<file path="src/logic/spsc_pkg.sv">
// constants, register map and state type of the power state control block
// assumes a single 125 MHz clock and a synchronous active high reset
package spsc_pkg;

	// ----------------------------------------------------------------
	// timing
	// ----------------------------------------------------------------
	localparam int CLK_HZ = 125000000;
	localparam int FILTER_MS = 16;
	localparam int FILTER_CYCLES = CLK_HZ / 1000 * FILTER_MS;
	localparam int HOLD_US = 100;
	localparam int RESET_CYCLES = CLK_HZ / 1000000 * HOLD_US;
	localparam int WARN_US = 10;
	localparam int WARN_CYCLES = CLK_HZ / 1000000 * WARN_US;
	localparam int CNT_W = 22;
	localparam logic [CNT_W-1:0] WARN_LOAD = CNT_W'(WARN_CYCLES - 1);

	// ----------------------------------------------------------------
	// filtered inputs, event bits share the same positions
	// ----------------------------------------------------------------
	localparam int N_IN = 8;
	localparam int IN_PWR = 0;
	localparam int IN_RST = 1;
	localparam int IN_COVER = 2;
	localparam int IN_DOZE = 3;
	localparam int IN_PCIE_WAKE_IN_N = 4;
	localparam int IN_GENERAL_WAKE_IN_N = 5;
	localparam int IN_BATTERY_LOW_IN_N = 6;
	localparam int IN_PG = 7;
	localparam logic [N_IN-1:0] IN_INIT = 8'h7f;

	// ----------------------------------------------------------------
	// register map, byte addresses
	// ----------------------------------------------------------------
	localparam logic [7:0] REG_CTRL = 8'h00;
	localparam logic [7:0] REG_STATUS = 8'h04;
	localparam logic [7:0] REG_EVT = 8'h08;
	localparam logic [7:0] REG_EVT_CLR = 8'h0c;
	localparam logic [7:0] REG_EVT_EN = 8'h10;
	localparam int CTRL_AUTO_DOZE = 0;
	localparam int CTRL_SLEEP = 1;
	localparam int CTRL_OFF = 2;
	localparam int STAT_ON = 8;
	localparam int STAT_SLEEP = 9;
	localparam int STAT_OFF = 10;
	localparam logic CTRL_RST = 1'b0;
	localparam logic [N_IN-1:0] EVT_EN_RST = 8'h00;

	typedef enum logic [2:0] {
		S_OFF,
		S_POWER_UP,
		S_RESET,
		S_ON,
		S_WARN,
		S_SLEEP
	} spsc_state_type;

endpackage

</file>
<file path="src/logic/spsc_filter.sv">
// synchroniser and debounce filter for one carrier input
// assumes the raw input may change at any time
`timescale 1ns/1ps
module spsc_filter #(
	parameter int LIMIT = spsc_pkg::FILTER_CYCLES,
	parameter logic INIT = 1'b1
) (
	input logic clk_i,
	input logic rst_i,
	input logic raw_i,
	output logic level_o,
	output logic rise_o,
	output logic fall_o
);

	localparam logic [spsc_pkg::CNT_W-1:0] LIM1 = spsc_pkg::CNT_W'(LIMIT - 1);

	logic sync1_reg, sync1_next, sync2_reg, sync2_next;
	logic level_reg, level_next, rise_reg, rise_next, fall_reg, fall_next;
	logic [spsc_pkg::CNT_W-1:0] cnt_reg, cnt_next;

	// ----------------------------------------------------------------
	// filter
	// ----------------------------------------------------------------
	// level follows only after the synced input differs for LIMIT cycles
	always_comb begin
		sync1_next = raw_i;
		sync2_next = sync1_reg;
		level_next = level_reg;
		cnt_next = cnt_reg;
		if (sync2_reg == level_reg) begin
			cnt_next = '0; // any glitch restarts the count
		end else if (cnt_reg == LIM1) begin
			level_next = sync2_reg;
			cnt_next = '0;
		end else begin
			cnt_next = cnt_reg + 1'b1;
		end
		rise_next = level_next & ~level_reg;
		fall_next = ~level_next & level_reg;
	end

	// register stage
	always_ff @(posedge clk_i) begin
		if (rst_i) begin
			sync1_reg <= INIT;
			sync2_reg <= INIT;
			level_reg <= INIT;
			rise_reg <= 1'b0;
			fall_reg <= 1'b0;
			cnt_reg <= '0;
		end else begin
			sync1_reg <= sync1_next;
			sync2_reg <= sync2_next;
			level_reg <= level_next;
			rise_reg <= rise_next;
			fall_reg <= fall_next;
			cnt_reg <= cnt_next;
		end
	end

	assign level_o = level_reg;
	assign rise_o = rise_reg;
	assign fall_o = fall_reg;
endmodule

</file>
<file path="src/logic/spsc_top.sv">
// power and system state control with a classic Wishbone register slave
// assumes carrier inputs are asynchronous and pass a two stage sync
`timescale 1ns/1ps
module spsc_top #(
	parameter int FILTER_CYCLES = spsc_pkg::FILTER_CYCLES,
	parameter int RESET_CYCLES = spsc_pkg::RESET_CYCLES
) (
	input logic clk_i,
	input logic rst_i,
	input logic wb_cyc_i,
	input logic wb_stb_i,
	input logic wb_we_i,
	input logic [7:0] wb_adr_i,
	input logic [3:0] wb_sel_i,
	input logic [31:0] wb_dat_i,
	output logic [31:0] wb_dat_o,
	output logic wb_ack_o,
	input logic power_button_n_i,
	input logic reset_button_n_i,
	input logic cover_switch_n_i,
	input logic doze_button_n_i,
	input logic pcie_wake_in_n_i,
	input logic general_wake_in_n_i,
	input logic battery_low_in_n_i,
	input logic power_good_in_i,
	output logic suspend_warning_n_o,
	output logic suspend_ram_ind_n_o,
	output logic suspend_disk_ind_n_o,
	output logic soft_off_ind_n_o,
	output logic carrier_reset_out_n_o,
	output logic irq_o
);

	localparam logic [spsc_pkg::CNT_W-1:0] RESET_LOAD = spsc_pkg::CNT_W'(RESET_CYCLES - 1);

	logic [spsc_pkg::N_IN-1:0] raw_w, lvl_w, rise_w, fall_w;

	// ----------------------------------------------------------------
	// input filters
	// ----------------------------------------------------------------
	// one sync and debounce stage per carrier input
	assign raw_w = {power_good_in_i, battery_low_in_n_i, general_wake_in_n_i,
		pcie_wake_in_n_i, doze_button_n_i, cover_switch_n_i, reset_button_n_i,
		power_button_n_i};

	for (genvar g = 0; g < spsc_pkg::N_IN; g++) begin : g_filt
		spsc_filter #(
			.LIMIT(FILTER_CYCLES),
			.INIT(spsc_pkg::IN_INIT[g])
		) u_filt (
			.clk_i(clk_i),
			.rst_i(rst_i),
			.raw_i(raw_w[g]),
			.level_o(lvl_w[g]),
			.rise_o(rise_w[g]),
			.fall_o(fall_w[g])
		);
	end

	// ----------------------------------------------------------------
	// register bus slave
	// ----------------------------------------------------------------
	logic ack_reg, ack_next;
	logic [31:0] dat_reg, dat_next;
	logic ctrl_reg, ctrl_next;
	logic [spsc_pkg::N_IN-1:0] evt_reg, evt_next, en_reg, en_next, evt_set;
	logic irq_reg, irq_next;
	logic wr_w, sleep_req_w, off_req_w;
	spsc_pkg::spsc_state_type state_reg, state_next;

	// writes land on the edge where the master sees ack
	assign wr_w = wb_cyc_i & wb_stb_i & wb_we_i & ack_reg & wb_sel_i[0];
	assign sleep_req_w = wr_w && wb_adr_i == spsc_pkg::REG_CTRL
		&& wb_dat_i[spsc_pkg::CTRL_SLEEP];
	assign off_req_w = wr_w && wb_adr_i == spsc_pkg::REG_CTRL
		&& wb_dat_i[spsc_pkg::CTRL_OFF];

	// ack, read data, control, events and interrupt
	always_comb begin
		ack_next = wb_cyc_i & wb_stb_i & ~ack_reg;
		dat_next = 32'h0;
		if (ack_next) begin
			unique case (wb_adr_i)
				spsc_pkg::REG_CTRL: dat_next = {31'h0, ctrl_reg};
				spsc_pkg::REG_STATUS: begin
					dat_next[spsc_pkg::N_IN-1:0] = lvl_w;
					dat_next[spsc_pkg::STAT_ON] = state_reg == spsc_pkg::S_ON;
					dat_next[spsc_pkg::STAT_SLEEP] = state_reg == spsc_pkg::S_SLEEP;
					dat_next[spsc_pkg::STAT_OFF] = state_reg == spsc_pkg::S_OFF;
				end
				spsc_pkg::REG_EVT: dat_next = {24'h0, evt_reg};
				spsc_pkg::REG_EVT_EN: dat_next = {24'h0, en_reg};
				default: dat_next = 32'h0; // clear register and holes read zero
			endcase
		end
		ctrl_next = ctrl_reg;
		en_next = en_reg;
		evt_next = evt_reg;
		if (wr_w && wb_adr_i == spsc_pkg::REG_CTRL) begin
			ctrl_next = wb_dat_i[spsc_pkg::CTRL_AUTO_DOZE];
		end
		if (wr_w && wb_adr_i == spsc_pkg::REG_EVT_EN) begin
			en_next = wb_dat_i[spsc_pkg::N_IN-1:0];
		end
		if (wr_w && wb_adr_i == spsc_pkg::REG_EVT_CLR) begin
			evt_next = evt_reg & ~wb_dat_i[spsc_pkg::N_IN-1:0];
		end
		// falls are presses; cover reports both ways; pg fall is power fail
		evt_set = fall_w;
		evt_set[spsc_pkg::IN_COVER] = fall_w[spsc_pkg::IN_COVER]
			| rise_w[spsc_pkg::IN_COVER];
		evt_next = evt_next | evt_set; // set wins over clear
		irq_next = |(evt_next & en_next);
	end

	// register stage of the bus slave
	always_ff @(posedge clk_i) begin
		if (rst_i) begin
			ack_reg <= 1'b0;
			dat_reg <= 32'h0;
			ctrl_reg <= spsc_pkg::CTRL_RST;
			en_reg <= spsc_pkg::EVT_EN_RST;
			evt_reg <= '0;
			irq_reg <= 1'b0;
		end else begin
			ack_reg <= ack_next;
			dat_reg <= dat_next;
			ctrl_reg <= ctrl_next;
			en_reg <= en_next;
			evt_reg <= evt_next;
			irq_reg <= irq_next;
		end
	end

	// ----------------------------------------------------------------
	// power state machine
	// ----------------------------------------------------------------
	logic [spsc_pkg::CNT_W-1:0] timer_reg, timer_next;
	logic to_off_reg, to_off_next;
	logic warn_n_reg, warn_n_next, ram_n_reg, ram_n_next;
	logic off_n_reg, off_n_next, cbr_n_reg, cbr_n_next;
	logic pg_w, doze_w;

	assign pg_w = lvl_w[spsc_pkg::IN_PG];
	assign doze_w = ctrl_reg & fall_w[spsc_pkg::IN_DOZE];

	// next state, timer and pin levels
	always_comb begin
		state_next = state_reg;
		timer_next = timer_reg;
		to_off_next = to_off_reg;
		unique case (state_reg)
			spsc_pkg::S_OFF: begin
				if (fall_w[spsc_pkg::IN_PWR]) begin
					state_next = spsc_pkg::S_POWER_UP;
				end
			end
			spsc_pkg::S_POWER_UP: begin
				if (pg_w) begin
					state_next = spsc_pkg::S_RESET;
					timer_next = RESET_LOAD;
				end
			end
			spsc_pkg::S_RESET: begin
				// fixed hold, button level is never looked at
				if (!pg_w) begin
					state_next = spsc_pkg::S_POWER_UP;
				end else if (timer_reg == '0) begin
					state_next = spsc_pkg::S_ON;
				end else begin
					timer_next = timer_reg - 1'b1;
				end
			end
			spsc_pkg::S_ON: begin
				if (!pg_w) begin
					state_next = spsc_pkg::S_POWER_UP;
				end else if (fall_w[spsc_pkg::IN_RST]) begin
					state_next = spsc_pkg::S_RESET;
					timer_next = RESET_LOAD;
				end else if (off_req_w | sleep_req_w | doze_w) begin
					state_next = spsc_pkg::S_WARN;
					timer_next = spsc_pkg::WARN_LOAD;
					to_off_next = off_req_w;
				end
			end
			spsc_pkg::S_WARN: begin
				if (timer_reg == '0) begin
					state_next = to_off_reg ? spsc_pkg::S_OFF : spsc_pkg::S_SLEEP;
				end else begin
					timer_next = timer_reg - 1'b1;
				end
			end
			spsc_pkg::S_SLEEP: begin
				if (fall_w[spsc_pkg::IN_PCIE_WAKE_IN_N] | fall_w[spsc_pkg::IN_GENERAL_WAKE_IN_N]
					| doze_w | fall_w[spsc_pkg::IN_PWR]) begin
					state_next = spsc_pkg::S_POWER_UP;
				end
			end
		endcase
		warn_n_next = !(state_next inside {spsc_pkg::S_WARN, spsc_pkg::S_SLEEP,
			spsc_pkg::S_OFF});
		ram_n_next = state_next != spsc_pkg::S_SLEEP;
		off_n_next = state_next != spsc_pkg::S_OFF;
		cbr_n_next = state_next == spsc_pkg::S_ON && pg_w;
	end

	// register stage of the state machine
	always_ff @(posedge clk_i) begin
		if (rst_i) begin
			state_reg <= spsc_pkg::S_OFF;
			timer_reg <= '0;
			to_off_reg <= 1'b0;
			warn_n_reg <= 1'b0;
			ram_n_reg <= 1'b1;
			off_n_reg <= 1'b0;
			cbr_n_reg <= 1'b0;
		end else begin
			state_reg <= state_next;
			timer_reg <= timer_next;
			to_off_reg <= to_off_next;
			warn_n_reg <= warn_n_next;
			ram_n_reg <= ram_n_next;
			off_n_reg <= off_n_next;
			cbr_n_reg <= cbr_n_next;
		end
	end

	// ----------------------------------------------------------------
	// outputs
	// ----------------------------------------------------------------
	assign wb_ack_o = ack_reg;
	assign wb_dat_o = dat_reg;
	assign irq_o = irq_reg;
	assign suspend_warning_n_o = warn_n_reg;
	assign suspend_ram_ind_n_o = ram_n_reg;
	assign suspend_disk_ind_n_o = 1'b1;
	assign soft_off_ind_n_o = off_n_reg;
	assign carrier_reset_out_n_o = cbr_n_reg;
endmodule

</file>
<file path="config.mk">
export PLATFORM = sky130hd
export DESIGN_NAME = spsc_top
export DESIGN_NICKNAME = d
export VERILOG_FILES = /design/src/logic/spsc_pkg.sv /design/src/logic/spsc_filter.sv /design/src/logic/spsc_top.sv
export SDC_FILE = /design/constraint.sdc
export NUM_CORES = 1
export LEC_CHECK = 0
export BUFFER_PORTS_ARGS = -buffer_cell sky130_fd_sc_hd__buf_2
export CORE_ASPECT_RATIO = 0.75
export CORE_MARGIN = 3
export CORE_UTILIZATION = 40
export CTS_CLUSTER_SIZE = 8
export DETAILED_ROUTE_END_ITERATION = 12
export PLACE_DENSITY = 0.56
export SYNTH_ARGS = -nofsm -noshare
export SYNTH_HDL_FRONTEND = slang
export SYNTH_HIERARCHICAL = 1
export SYNTH_SLANG_ARGS = --single-unit
</file>
<file path="constraint.sdc">
create_clock -name clk_i -period 2.3 [get_ports clk_i]
set_clock_uncertainty 0.05 [all_clocks]
set_input_delay 0 -clock clk_i [delete_from_list [all_inputs] [get_ports clk_i]]
set_output_delay 0 -clock clk_i [all_outputs]
set_load 0.01 [all_outputs]
</file>
==> flow_summary.json <==
{
  "io_buffers": 46,
  "cp_num_buf_inv": 2,
  "sw_frac_of_total_pct": 21.0,
  "fmax_ghz": 0.438,
  "grtUsageTotal_pct": 16.9,
  "max_stage_delay_ns": 0.43,
  "layout_setup_ws_ns": 0.0162,
  "hpwl_mm": 19.5,
  "drtAntennaViolNets": 0,
  "netlist_instances": 1419,
  "path_clk_slew_ns": 0.05,
  "avgViaCountPerCell": 5.30,
  "fin_setup_tns_ns": 0,
  "htreeDepth": 2,
  "finalSetupViolCount": 0,
  "place_area_um2": 13300,
  "cp.required_ns": 2.69,
  "dieWidth_um": 208,
  "cp_top_family": "compound AO/OA/AOI/OAI gates",
  "clockBufferDepth": 3,
  "rsz0062_at_grt": "true",
  "drt-initial-drc-count": 612,
  "cts_root_buf": "clkbuf_16",
  "regArea_um2": 5390,
  "yosysWarnings": 6,
  "design_area_um2": 14700,
  "maxSlewViolCount": 0,
  "netSwitchingPower_uw": 2090,
  "crit_path_start_kind": "flop",
  "cp-end-kind": "flop",
  "final_common_cell": "dfxtp_1",
  "antenna_found_initial": 2,
  "grt_pass1_vias": 9466,
  "p_seq_share_pct": 47.2,
  "wirelength_mm": 28.0,
  "combPwrFrac_pct": 2.0,
  "syn2layout_area_growth_pct": 19.3,
  "max_slew_margin_pct": 67.2,
  "synth_area_um2": 12300,
  "drc": 0,
  "grt_max_degree": 47,
  "crit_fanout": 4,
  "cts_inserted_buffers": 39,
  "cp_slowest_cell": "or4_1",
  "dieArea_um2": 32900,
  "hp-class": "in -> reg",
  "syn_avg_cell_area_um2": 8.66,
  "final_nets": 1622,
  "largest_reg_flops": 176,
  "power_density_nw_per_um2": 679,
  "cts_tree": "done",
  "vias": 10300,
  "p_leak_uw": 0.00502,
  "gp_congestion": 0.814,
  "clock-sinks": 269,
  "start_util_pct": 41.4,
  "finalHoldViolCount": 0,
  "worst_pin_slew_ns": 0.488,
  "outcome": "finished, final reports clean",
  "worst_ep_arrival_time_ns": 2.67,
  "final_util_pct": 49.4,
  "p_int_uw": 7870,
  "row_count": 54,
  "clk_latency_ns": 0.53,
  "grt_overflow_total": 0,
  "hold_slack_ns": 0.0303,
  "power.share.clock_pct": 50.8,
  "period_needed_ns": 2.28,
  "mostFrequentLayoutCells": "dfxtp_1 (269), nor2_1 (171), a21oi_1 (88), nand3_1 (78), buf_4 (75)",
  "worstPathCellList": "inv_1 > ha_2 > mux2i_1 > a221oi_2 > o41a_1 > buf_4 > nand3b_4 > or4_1 > a21oi_2",
  "drt_first_pass_iters": 5,
  "ios": 96,
  "multi_input_area_um2": 6500,
  "die_h_um": 158,
  "fin_crit_sh_pct": 99.3,
  "critical_path_class": "reg -> reg",
  "num-fill-cells": 2774,
  "drive_above_1_share_pct": 14.8,
  "routedWlPerCell_um": 14.4,
  "place_ws_ns": -0.0575,
  "grt_pass1_wl_mm": 47.2,
  "peakVddDrop_mv": 0.477,
  "antenna_cells": 0,
  "cap_violations": 0,
  "core_um2": 29700
}
[power by group through the flow]
stage	registers [uW]	logic (uW)	clock network [uW]
after floorplan	4790	109	0
final	4700	203	5060
after global placement	4790	168	0
after CTS	4700	204	5210
after global routing	4690	225	5410
after detailed placement	4790	170	0
[final cells by class]
cell class / count / share of cell area, %
Timing Repair Buffer: 150 / 7.53
Clock inverter: 2 / 0.171
Sequential cell: 269 / 36.7
Tap cell: 392 / 3.35
Clock buffer: 42 / 6.95
Inverter: 36 / 0.922
Multi-Input combinational cell: 1058 / 44.4
[tightest hold or removal path, cell delays in order]
cell     delay [ns]
buf_2          0.12
nor4_1         0.06
buf_4          0.15
a22oi_1        0.14
a21oi_1        0.09
[worst paths after layout]
kind / start / to / slack, ns / cells after the start
hold / removal: wb_adr_i[1] / wb_dat_o[7]$_SDFF_PP0_ / 0.03 / 5
setup / recovery: state_reg[2]$_SDFF_PP0_ / timer_reg[21]$_SDFFE_PP0P_ / 0.02 / 9
hold reg to reg: g_filt[4].u_filt/sync1_reg$_SDFF_PP1_ / g_filt[4].u_filt/sync2_reg$_SDFF_PP1_ / 0.36 / 1
setup reg to reg: state_reg[2]$_SDFF_PP0_ / timer_reg[21]$_SDFFE_PP0P_ / 0.02 / 9
[layer usage]
| layer | track usage [%] | share of wire (%) | routed length (um) | vias to the layer above |
|---|---|---|---|---|
| li1 | - | - | - | 5331 |
| met1 | 24.8 | 52 | 14500 | 4797 |
| met2 | 25.1 | 42 | 11900 | 160 |
| met3 | 3.47 | 4.0 | 1110 | 46 |
| met4 | 4.59 | 1.7 | 484 | 4 |
| met5 | 0 | 0.075 | 21 | - |
[repair_timing]
item | 4_1_cts | 5_1_grt
endpoints found under the setup margin | 1 | 9
pin swaps | 0 | 4
hold buffers | 27 | 0
resized for setup | 1 | 12
setup buffers | 0 | 1
endpoints found under the hold margin | 35 | 0
[per-stage QoR]
| stage | power [uW] | cells |
|---|---|---|
| 3_3_place_gp | 4960 | 1877 |
| 2_1_floorplan | 4900 | 1439 |
| 6_report | 9960 | 1949 |
| 4_1_cts | 10100 | 1948 |
| 3_5_place_dp | 4960 | 1877 |
| 5_1_grt | 10300 | 1949 |
Note: power is estimated with default switching activity, not from simulation.
